$ cat config.mk
export PLATFORM = sky130hd
export DESIGN_NAME = ilh_input_loop_ctrl
export DESIGN_NICKNAME = d
export VERILOG_FILES = /design/src/rtl/ilh_pkg.sv /design/src/rtl/ilh_input_loop_ctrl.sv /design/src/rtl/ilh_lock_counter.sv /design/src/rtl/ilh_loss_detect.sv
export SDC_FILE = /design/constraint.sdc
export NUM_CORES = 1
export LEC_CHECK = 0
export BUFFER_PORTS_ARGS = -buffer_cell sky130_fd_sc_hd__buf_4
export CORE_MARGIN = 4
export CORE_UTILIZATION = 54
export CTS_CLUSTER_DIAMETER = 80
export CTS_CLUSTER_SIZE = 14
export DETAILED_ROUTE_END_ITERATION = 8
export PLACE_DENSITY = 0.82
export SETUP_SLACK_MARGIN = 0.15
export SLEW_MARGIN = 30
export SYNTH_ARGS = -nofsm -noshare
export SYNTH_HDL_FRONTEND = slang
export SYNTH_SLANG_ARGS = --single-unit
$ cat constraint.sdc
create_clock -name clk -period 3.1 [get_ports clk]
set_input_delay 0.93 -clock clk [delete_from_list [all_inputs] [get_ports clk]]
set_output_delay 0.93 -clock clk [all_outputs]
set_load 0.01 [all_outputs]
$ cat src/rtl/ilh_pkg.sv
// Shared constants and types for the input-loop lock and holdover control.
// Assumes one system clock, faster than the common rate; all inputs synchronous to it.
package ilh_pkg;

  localparam int          ILH_NUM_REFS      = 4;
  localparam int          ILH_REF_W         = 2;
  localparam int          ILH_ADDR_W        = 8;
  localparam int          ILH_DATA_W        = 8;
  localparam int          ILH_EXP_W         = 5;
  localparam int          ILH_STATE_W       = 3;

  localparam logic [7:0]  ILH_OFS_LOCK_CFG  = 8'h28;
  localparam logic [7:0]  ILH_OFS_MODE_CTL  = 8'h29;
  localparam logic [7:0]  ILH_OFS_STATE_RB  = 8'h82;

  localparam int          ILH_EXP_LSB       = 0;
  localparam int          ILH_SEL_LSB       = 0;
  localparam int          ILH_DAC_BIT       = 2;
  localparam int          ILH_STATE_LSB     = 0;

  localparam logic [4:0]  ILH_EXP_RST       = 5'h0F;
  localparam logic [1:0]  ILH_SEL_RST       = 2'h0;
  localparam logic        ILH_DAC_RST       = 1'b0;

  localparam int          ILH_LOSS_EDGES    = 3;
  localparam int          ILH_CNT_W         = 32;

  // Zero-based values of the state readback follow this declaration order
  typedef enum logic [2:0] {
    ILH_INIT,
    ILH_PRELOAD,
    ILH_ACQUIRE,
    ILH_LOCKED,
    ILH_HOLDOVER
  } ilh_state_t;

  typedef struct packed {
    logic       auto_mode;
    logic       force_holdover;
    logic [3:0] ref_enable;
    logic [7:0] priority_table;
  } ilh_cfg_t;

  typedef struct packed {
    logic       lock;
    logic       charge_pump_tristate;
    logic       dac_force;
    logic [1:0] active_ref;
  } ilh_status_t;

endpackage
$ cat src/rtl/ilh_input_loop_ctrl.sv
// Input-loop lock detect, reference selection and holdover state machine.
// Assumes clk is the system clock, faster than the common rate, and all inputs are synchronous to it.
`timescale 1ns/1ns
`default_nettype none
module ilh_input_loop_ctrl
  import ilh_pkg::*;
#(
  parameter int CNT_W = ILH_CNT_W
) (
  input  wire logic                    clk,
  input  wire logic                    sys_rst,
  input  wire logic                    lcm_tick,
  input  wire logic                    phase_err_large,
  input  wire logic                    osc_div,
  input  wire logic [ILH_NUM_REFS-1:0] ref_div,
  input  wire ilh_pkg::ilh_cfg_t       cfg,
  input  wire logic                    holdover_exit_ok,
  input  wire logic                    reg_wr_en,
  input  wire logic [ILH_ADDR_W-1:0]   reg_addr,
  input  wire logic [ILH_DATA_W-1:0]   reg_wr_data,
  output logic      [ILH_DATA_W-1:0]   reg_rd_data,
  output logic      [ILH_NUM_REFS-1:0] signal_loss_flag,
  output ilh_pkg::ilh_status_t         status
);
  import ilh_pkg::*;

  logic [ILH_EXP_W-1:0]  lock_count_exponent_r;
  logic [ILH_REF_W-1:0]  manual_sel_r;
  logic                  dac_hold_r;
  logic [ILH_DATA_W-1:0] rd_data_r;

  ilh_state_t            state_r;
  ilh_state_t            state_nxt;
  logic [ILH_REF_W-1:0]  active_r;
  logic [ILH_REF_W-1:0]  active_nxt;
  logic                  tristate_r;
  logic                  dac_force_r;

  logic                  lock;
  logic                  best_valid;
  logic [ILH_REF_W-1:0]  best_ref;
  logic                  clash;

  ilh_lock_counter #(
    .CNT_W (CNT_W)
  ) u_lock (
    .clk                 (clk),
    .sys_rst             (sys_rst),
    .lcm_tick            (lcm_tick),
    .phase_err_large     (phase_err_large),
    .lock_count_exponent (lock_count_exponent_r),
    .lock                (lock)
  );

  ilh_loss_detect #(
    .NUM_REFS (ILH_NUM_REFS)
  ) u_loss (
    .clk              (clk),
    .sys_rst          (sys_rst),
    .osc_div          (osc_div),
    .ref_div          (ref_div),
    .signal_loss_flag (signal_loss_flag)
  );

  // Register port: byte writes, read data one cycle after the address
  always_ff @(posedge clk) begin
    if (sys_rst) begin
      lock_count_exponent_r <= ILH_EXP_RST;
      manual_sel_r          <= ILH_SEL_RST;
      dac_hold_r            <= ILH_DAC_RST;
    end else if (reg_wr_en) begin
      if (reg_addr == ILH_OFS_LOCK_CFG) begin
        lock_count_exponent_r <= reg_wr_data[ILH_EXP_LSB +: ILH_EXP_W];
      end else if (reg_addr == ILH_OFS_MODE_CTL) begin
        manual_sel_r <= reg_wr_data[ILH_SEL_LSB +: ILH_REF_W];
        dac_hold_r   <= reg_wr_data[ILH_DAC_BIT];
      end
    end
  end

  always_ff @(posedge clk) begin
    if (sys_rst) begin
      rd_data_r <= '0;
    end else begin
      rd_data_r <= '0;
      if (reg_addr == ILH_OFS_LOCK_CFG) begin
        rd_data_r[ILH_EXP_LSB +: ILH_EXP_W] <= lock_count_exponent_r;
      end else if (reg_addr == ILH_OFS_MODE_CTL) begin
        rd_data_r[ILH_SEL_LSB +: ILH_REF_W] <= manual_sel_r;
        rd_data_r[ILH_DAC_BIT]              <= dac_hold_r;
      end else if (reg_addr == ILH_OFS_STATE_RB) begin
        rd_data_r[ILH_STATE_LSB +: ILH_STATE_W] <= state_r;
      end
    end
  end

  assign reg_rd_data = rd_data_r;

  // First usable table entry wins; a repeated entry simply ranks twice
  always_comb begin
    logic [ILH_REF_W-1:0] cand;
    best_valid = 1'b0;
    best_ref   = '0;
    cand       = '0;
    for (int p = ILH_NUM_REFS - 1; p >= 0; p--) begin
      cand = cfg.priority_table[p*ILH_REF_W +: ILH_REF_W];
      if (cfg.ref_enable[cand] && !signal_loss_flag[cand]) begin
        best_valid = 1'b1;
        best_ref   = cand;
      end
    end
  end

  // The best-ranked usable reference differs from the active one
  assign clash = best_valid && (best_ref != active_r);

  always_comb begin
    state_nxt  = state_r;
    active_nxt = active_r;
    case (state_r)
      ILH_INIT: begin
        state_nxt = ILH_PRELOAD;
      end
      ILH_PRELOAD: begin
        if (cfg.auto_mode) begin
          active_nxt = best_valid ? best_ref : active_r;
        end else begin
          active_nxt = manual_sel_r;
        end
        state_nxt = ILH_ACQUIRE;
      end
      ILH_ACQUIRE: begin
        if (!cfg.auto_mode) begin
          active_nxt = manual_sel_r;
          if (cfg.force_holdover) begin
            state_nxt = ILH_HOLDOVER;
          end else if (lock) begin
            state_nxt = ILH_LOCKED;
          end
        end else if (signal_loss_flag[active_r]) begin
          state_nxt = ILH_HOLDOVER;
        end else if (lock) begin
          state_nxt = ILH_LOCKED;
        end
      end
      ILH_LOCKED: begin
        if (!cfg.auto_mode) begin
          active_nxt = manual_sel_r;
          if (cfg.force_holdover) begin
            state_nxt = ILH_HOLDOVER;
          end else if (!lock) begin
            state_nxt = ILH_ACQUIRE;
          end
        end else if (!lock || signal_loss_flag[active_r] || clash) begin
          state_nxt = ILH_HOLDOVER;
        end
      end
      ILH_HOLDOVER: begin
        if (!cfg.auto_mode) begin
          active_nxt = manual_sel_r;
          if (!cfg.force_holdover && !signal_loss_flag[manual_sel_r] && holdover_exit_ok) begin
            state_nxt = ILH_ACQUIRE;
          end
        end else if (best_valid && holdover_exit_ok) begin
          active_nxt = best_ref;
          state_nxt  = ILH_ACQUIRE;
        end
      end
      default: begin
        state_nxt = ILH_INIT;
      end
    endcase
  end

  always_ff @(posedge clk) begin
    if (sys_rst) begin
      state_r  <= ILH_INIT;
      active_r <= '0;
    end else begin
      state_r  <= state_nxt;
      active_r <= active_nxt;
    end
  end

  // Pump and DAC (when its bit is set) are registered from the next state, so they change with the state, glitch free
  always_ff @(posedge clk) begin
    if (sys_rst) begin
      tristate_r  <= 1'b0;
      dac_force_r <= 1'b0;
    end else begin
      tristate_r  <= (state_nxt == ILH_HOLDOVER);
      dac_force_r <= (state_nxt == ILH_HOLDOVER) && dac_hold_r;
    end
  end

  assign status.lock                 = lock;
  assign status.charge_pump_tristate = tristate_r;
  assign status.dac_force            = dac_force_r;
  assign status.active_ref           = active_r;

endmodule
`default_nettype wire

$ cat src/rtl/ilh_lock_counter.sv
// Lock detector: counts consecutive low-error common-rate cycles.
// Assumes lcm_tick marks each common-rate cycle on the system clock.
`timescale 1ns/1ns
`default_nettype none
module ilh_lock_counter
  import ilh_pkg::*;
#(
  parameter int CNT_W = ILH_CNT_W
) (
  input  wire logic                  clk,
  input  wire logic                  sys_rst,
  input  wire logic                  lcm_tick,
  input  wire logic                  phase_err_large,
  input  wire logic [ILH_EXP_W-1:0]  lock_count_exponent,
  output logic                       lock
);
  import ilh_pkg::*;

  logic [CNT_W-1:0] count_r;
  logic             lock_r;
  logic [CNT_W:0]   limit;
  logic [CNT_W:0]   count_ext;

  assign limit     = {{CNT_W{1'b0}}, 1'b1} << lock_count_exponent;
  assign count_ext = {1'b0, count_r} + {{CNT_W{1'b0}}, 1'b1};
  assign lock      = lock_r;

  always_ff @(posedge clk) begin
    if (sys_rst) begin
      count_r <= '0;
      lock_r  <= 1'b0;
    end else if (lcm_tick) begin
      if (phase_err_large) begin
        count_r <= '0;
        lock_r  <= 1'b0;
      end else if (!lock_r) begin
        count_r <= count_ext[CNT_W-1:0];
        if (count_ext >= limit) begin
          lock_r <= 1'b1;
        end
      end
    end
  end

endmodule
`default_nettype wire

$ cat src/rtl/ilh_loss_detect.sv
// Per-reference signal-loss detection against the oscillator path.
// Assumes divided reference and oscillator clocks arrive as synchronous levels.
`timescale 1ns/1ns
`default_nettype none
module ilh_loss_detect
  import ilh_pkg::*;
#(
  parameter int NUM_REFS = ILH_NUM_REFS
) (
  input  wire logic                 clk,
  input  wire logic                 sys_rst,
  input  wire logic                 osc_div,
  input  wire logic [NUM_REFS-1:0]  ref_div,
  output logic      [NUM_REFS-1:0]  signal_loss_flag
);
  import ilh_pkg::*;

  logic                osc_d_r;
  logic [NUM_REFS-1:0] ref_d_r;
  logic                osc_rise;

  assign osc_rise = osc_div & ~osc_d_r;

  always_ff @(posedge clk) begin
    if (sys_rst) begin
      osc_d_r <= 1'b0;
      ref_d_r <= '0;
    end else begin
      osc_d_r <= osc_div;
      ref_d_r <= ref_div;
    end
  end

  genvar i;
  generate
    for (i = 0; i < NUM_REFS; i++) begin : g_ref
      logic [1:0] edges_r;
      logic       flag_r;
      logic       ref_rise;
      assign ref_rise            = ref_div[i] & ~ref_d_r[i];
      assign signal_loss_flag[i] = flag_r;
      // Three edges, not two, so near-equal clocks crossing in phase stay quiet
      always_ff @(posedge clk) begin
        if (sys_rst) begin
          edges_r <= 2'h0;
          flag_r  <= 1'b0;
        end else if (ref_rise) begin
          edges_r <= osc_rise ? 2'h1 : 2'h0;
          flag_r  <= 1'b0;
        end else if (osc_rise) begin
          if (edges_r == 2'(ILH_LOSS_EDGES - 1)) begin
            flag_r <= 1'b1;
          end else begin
            edges_r <= edges_r + 2'h1;
          end
        end
      end
    end
  endgenerate

endmodule
`default_nettype wire

==> impl_metrics.ini, run 1 <==
[detailed_routing]
first_pass_iters = 5
drcViolationCount = 0
wl_um = 12200
vias_per_cell = 6.00
avgRoutedWirePerCell_um = 15.1
vias = 4843
ant_nets = 0
drt_first_iter_violations = 389

[cts]
ctsHoldBuffers = 0
root_buffer = clkbuf_8
cts_max_path_buffers = 2
htreeDepth = 3
clock_sinks = 70
clk_pin_slew_ns = 0.08
cts_buffers = 9
cts_tree = built
insertion_delay_ns = 0.34

[placement]
port_buffers = 51
routabilityCongestion = 0.925
dp.cells = 788
post-dp-hpwl_um = 9110

[sta]
min_period_ns = 2.90
rsz0062_at_grt = yes
slew_viol_final = 0
setup_viol = 0
clock_skew_ns = 0.0169
max_freq_mhz = 344
slew_headroom_pct = 43.1
finalSetupTns_ns = 0
tightest_slew_ns = 0.854
hold_viol = 0
worst_hold_slack_ns = 0.484
fin_crit_sh_pct = 93.6

[power]
pwr-share-comb_pct = 14.8
ir_drop_mv = 0.204
power_density_nw_per_um2 = 318
p_leak_nw = 2.50
p_int_mw = 1.34
p_seq_share_pct = 51.3
switching_share_pct = 27.0
pwr-share-clk_pct = 33.9
p_sw_mw = 0.497

[synthesis]
synth_top_family_by_area = simple AND/OR/NAND/NOR gates
synth_area_leader_cell = dfxtp_1
ys_ff_latch = 70
yosysWarnings = 0
async_flop_share_pct = 0
synth-compound-area-share_pct = 16.3
synth_xor_area_share_pct = 5.69
netlist_area_um2 = 4930
muxShareOfSynthArea_pct = 4.62
post_synth_main_area_contributors = dfxtp_1 28%, ha_1 9.4%, nand2_1 6.2%
synthAdderAreaFrac_pct = 9.40
synthCells = 632
avgSynthCellArea_um2 = 7.80
seq_area_frac_synth_pct = 28.4
synth_edf_count = 0
synth_top_cell_area_share_pct = 28.4
synth_cell_types = 61
synth-simple-area-share_pct = 31.0
synth_top_flop_cell = dfxtp_1

[global_routing]
groute.usage.overall_pct = 22.9
grt_pass1_vias = 4650
grt_max_degree = 39
overflow = 0
antenna_found_initial = 0
grt_pass1_wl_um = 21000

[critical_path]
rr_worst_depth = 13
start_kind = flip-flop
path_buf_inv = 0
cpPeakStageDelay_ns = 0.34
crit_path_top_delay_cell = dfxtp_1
startpoint = u_lock.count_r[0]$_SDFFE_PP0P_
cpLargestDelayFamily = compound AO/OA/AOI/OAI gates
rr_endpoint = u_lock.lock$_SDFFE_PP0P_
critPathRequiredTime_ns = 3.32
crit_fanout = 4
rr_startpoint = u_lock.count_r[0]$_SDFFE_PP0P_
r2r_setup_slack_ns = 0.20
worstSetupEndpointType = flip-flop
crit_cells = 13
crit_chain = ha_1 > and4_4 > and3_1 > and3_1 > xor2_1 > ha_1 > a21oi_1 > o21ai_1 > a2111oi_2 > a211oi_1 > o31a_1 > o21ai_1 > a311oi_1
crit_type = flip-flop to flip-flop
crit_end = u_lock.lock$_SDFFE_PP0P_
arrival_ns = 3.12

[floorplanning]
dieArea_um2 = 10700
initial_core_util_pct = 56.0
die_w_um = 104
die_h_um = 104
boundaryPins = 58
core_area_um2 = 8810
rows = 34

[layout]
area.growth.synth_to_final_pct = 17.3
drive_above_1_share_pct = 18.9
diodes = 0
fin_cells = 807
finalNetCount = 774
final_core_util_pct = 65.6

[hold_path]
hold_path.class = flip-flop to flip-flop

[run]
cap_violations = 0

[status]
status = completed
## how the worst min path moves through the flow
stage | startpoint | to | slack (ns) | cells past startpoint
final | dac_hold_r$_SDFFE_PP0P_ | dac_hold_r$_SDFFE_PP0P_ | 0.48 | 2
after global routing | dac_hold_r$_SDFFE_PP0P_ | dac_force_r$_SDFF_PP0_ | 0.51 | 1
after CTS | dac_hold_r$_SDFFE_PP0P_ | dac_hold_r$_SDFFE_PP0P_ | 0.48 | 2
after detailed placement | dac_hold_r$_SDFFE_PP0P_ | dac_hold_r$_SDFFE_PP0P_ | 0.47 | 2
after global placement | dac_hold_r$_SDFFE_PP0P_ | dac_hold_r$_SDFFE_PP0P_ | 0.46 | 2
after floorplan | dac_hold_r$_SDFFE_PP0P_ | dac_hold_r$_SDFFE_PP0P_ | 0.44 | 2
## logic make-up (layout without fill, tap and decap cells)
logic type,count (synthesis),count (layout)
and+or+nand+nor,297,297
xor gates and xnor gates,32,32
adders and majority gates,37,37
muxes,15,15
AOI/OAI and AO/OA,132,132
buffers and inverters,48,113
other,1,3
DFF,70,70
## registers in the layout (all words and copies together), names as in the netlist
register / cells
tristate_r: 1
state_r: 3
u_loss.osc_d_r: 1
reg_rd_data: 5
active_r: 2
u_loss.g_ref.flag_r: 4
u_lock.count_r: 32
u_lock.lock: 1
dac_hold_r: 1
dac_force_r: 1
lock_count_exponent_r: 5
u_loss.g_ref.edges_r: 8
manual_sel_r: 2
u_loss.ref_d_r: 4
## area by class of cell
type,count,area [µm²]
clock buffers,10,138
inverters,10,37.5
clock inverters,4,25.0
fillers,738,3030
multi-input cells,516,3370
flip-flops and latches,70,1400
repair buffers,89,668
well taps,108,135
## power by group through the flow
stage | registers (mW) | clock network, mW | logic, mW
2_1_floorplan | 0.958 | 0 | 0.177
3_3_place_gp | 0.961 | 0 | 0.254
3_5_place_dp | 0.963 | 0 | 0.267
4_1_cts | 0.942 | 0.638 | 0.270
5_1_grt | 0.946 | 0.680 | 0.303
6_report | 0.943 | 0.624 | 0.272
## cell usage in the layout (no fill, tap or decap), types with 6 or more instances in the layout
master / instances
nor3_1: 19
nor2b_1: 20
mux2i_1: 7
xnor2_1: 20
a21oi_1: 52
nor2_1: 66
nand2b_1: 9
a31oi_1: 6
or3_1: 12
clkbuf_8: 10
a22oi_1: 12
dfxtp_1: 69
buf_4: 89
ha_1: 37
nand3_1: 27
xor2_1: 12
mux4_2: 6
and3_1: 15
nand4_1: 10
o21ai_0: 28
nand2_1: 81
inv_1: 9
## layer usage
metal	global-route usage [%]	vias up	wire, µm
met3	4.35	29	820
met5	0	-	0
met4	9.40	0	232
met2	37.8	188	5910
met1	29.4	2238	5250
li1	-	2388	-
## metrics by stage
step | total power [mW] | cell area (µm²) | setup slack [ns]
after global placement | 1.22 | 5520 | 0.0239
after global routing | 1.93 | 5780 | -0.0622
after floorplan | 1.14 | 4930 | 0.221
final | 1.84 | 5780 | 0.197
after CTS | 1.85 | 5740 | 0.150
after detailed placement | 1.23 | 5520 | -0.0862
## cell usage after synthesis (all sizes together), types with 4 or more instances
library cell and count:
nand2 82, dfxtp 70, nor2 68, a21oi 52, ha 37, o21ai 31, nand3 29, clkbuf 26
nor3 21, nor2b 20, xnor2 20, and3 17, a22oi 12, buf 12, nand4 12, or3 12
xor2 12, inv 9, nand2b 9, and2 7, mux2i 7, a2111oi 6, a31oi 6, mux4 6
nor3b 6, a21o 4
## worst min-delay path: stages (launching register included)
cell and delay, ns:
dfxtp_1 0.33, nand2_1 0.06, a21oi_1 0.05
## timing repair
item / CTS / global route
pin swaps: 2 / 2
buffers inserted: 2 / 3
endpoints found under the setup margin: 1 / 1
resized for setup: 13 / 5
Power figures use the tool's default switching activity.
==> inputs of run 2 (changes only) <==
Settings changed: CORE_UTILIZATION 54 to 50, PLACE_DENSITY 0.82 to 0.77.
==> run 2 against run 1 <==
Net effect:
- sequential share of layout area down 0.46 points
- largest cell class unchanged
- sequential cell count unchanged
- critical path type unchanged
- first-iteration DRC count down 6.7%
- global-route usage down 1.2 points
- register-to-register slack better by 0.02 ns
==> impl_metrics.ini, run 2 (same netlist as run 1, synthesis figures left out) <==
[status]
status = completed

[floorplanning]
initial_core_util_pct = 52.3
core_area_um2 = 9420
boundaryPins = 58
die_w_um = 107
die_h_um = 107
rows = 35
dieArea_um2 = 11500

[cts]
cts_tree = built
cts_max_path_buffers = 2
htreeDepth = 3
cts_buffers = 9
clk_pin_slew_ns = 0.09
clock_sinks = 70
insertion_delay_ns = 0.35
root_buffer = clkbuf_8
ctsHoldBuffers = 0

[detailed_routing]
first_pass_iters = 6
vias_per_cell = 5.87
ant_nets = 0
avgRoutedWirePerCell_um = 14.9
drcViolationCount = 0
drt_first_iter_violations = 363
wl_um = 12400
vias = 4893

[sta]
clock_skew_ns = 0.0156
fin_crit_sh_pct = 92.9
max_freq_mhz = 347
tightest_slew_ns = 0.850
hold_viol = 0
rsz0062_at_grt = yes
min_period_ns = 2.88
setup_viol = 0
slew_headroom_pct = 43.4
slew_viol_final = 0
worst_hold_slack_ns = 0.488

[layout]
fillers = 831
final_core_util_pct = 62.9
drive_above_1_share_pct = 21.3
diodes = 0
finalNetCount = 777
ff_latch_area_um2 = 1410
largest_register_ffs = 32
final_cell_mix = 91 x buf_4, 82 x nand2_1, 65 x nor2_1
reg_top3 = u_lock.count_r: 32 flops, u_loss.g_ref.edges_r: 8 flops
regMostFlops = u_lock.count_r
multiInputGateArea_um2 = 3420
final_common_cell = buf_4
area.growth.synth_to_final_pct = 20.1

[power]
power_density_nw_per_um2 = 321
p_leak_nw = 2.52
ir_drop_mv = 0.208

[global_routing]
antenna_found_initial = 0
grt_max_degree = 40
grt_pass1_wl_um = 20700
overflow = 0
grt_pass1_vias = 4628
groute.usage.overall_pct = 21.7

[critical_path]
startpoint = u_lock.count_r[1]$_SDFFE_PP0P_
crit_type = flip-flop to flip-flop
r2r_setup_slack_ns = 0.22
critPathRequiredTime_ns = 3.34
arrival_ns = 3.12
worstSetupEndpointType = flip-flop
crit_fanout = 4
rr_worst_depth = 13
start_kind = flip-flop
rr_startpoint = u_lock.count_r[1]$_SDFFE_PP0P_
rr_endpoint = u_lock.lock$_SDFFE_PP0P_

[placement]
port_buffers = 51
routabilityCongestion = 0.926
post-dp-hpwl_um = 9030

[run]
cap_violations = 0

[hold_path]
hold_path.class = flip-flop to flip-flop
worstHoldStart = dac_hold_r$_SDFFE_PP0P_
holdPathStages = 1
worstHoldEndpoint = dac_force_r$_SDFF_PP0_
## run 2: final cells by class
class	count	area share [%]
clock buffers	11	2.56
clock inverters	5	0.571
inverters	10	0.634
multi-input cells	516	57.8
flip-flops and latches	70	23.8
well taps	129	2.73
repair buffers	92	11.9
## run 2: stage by stage
step | instance area [µm²] | total power [mW] | instances | setup slack [ns] | setup TNS (ns)
floorplan | 4930 | 1.14 | 634 | 0.221 | 0
global route | 5920 | 1.99 | 833 | 0.0419 | 0
finish | 5920 | 1.90 | 833 | 0.219 | 0
CTS | 5810 | 1.91 | 830 | 0.155 | 0
global placement | 5560 | 1.22 | 811 | 0.0264 | 0
detailed placement | 5560 | 1.23 | 811 | -0.0289 | -0.0289
## run 2: layer usage
| metal | wire length, µm | GRT usage [%] |
|---|---|---|
| met3 | 746 | 3.66 |
| met5 | 0 | 0 |
| met2 | 6140 | 37.3 |
| met4 | 157 | 6.03 |
| met1 | 5400 | 28.0 |
## run 2: critical path: stages, from the launching register on
cell and delay [ns]:
dfxtp_1 0.34, ha_2 0.19, and4_4 0.26, and3_1 0.19
and3_4 0.22, xor2_4 0.19, ha_4 0.23, a21oi_2 0.14
o21ai_2 0.08, a2111oi_2 0.34, a211oi_1 0.13, o31a_1 0.26
o21ai_2 0.12, a311oi_1 0.09
## run 2: worst max path at each step
| stage | slack, ns | end | cells after the start |
|---|---|---|---|
| finish | 0.22 | u_lock.lock$_SDFFE_PP0P_ | 13 |
| global placement | 0.03 | u_lock.lock$_SDFFE_PP0P_ | 13 |
| detailed placement | -0.03 | u_lock.lock$_SDFFE_PP0P_ | 13 |
| global route | 0.04 | u_lock.lock$_SDFFE_PP0P_ | 14 |
| CTS | 0.15 | u_lock.lock$_SDFFE_PP0P_ | 13 |
| floorplan | 0.22 | u_lock.lock$_SDFFE_PP0P_ | 13 |
## run 2: report_power, final
| part | internal [mW] | total [mW] | switching, mW |
|---|---|---|---|
| logic | 0.122 | 0.271 | 0.149 |
| clock network | 0.333 | 0.688 | 0.356 |
| registers | 0.921 | 0.942 | 0.0214 |
## run 2: what timing repair did
action | in CTS | in global routing
endpoints found under the setup margin | 1 | 1
pin swaps | 3 | 12
gates resized for setup | 8 | 22
setup buffers | 3 | 3
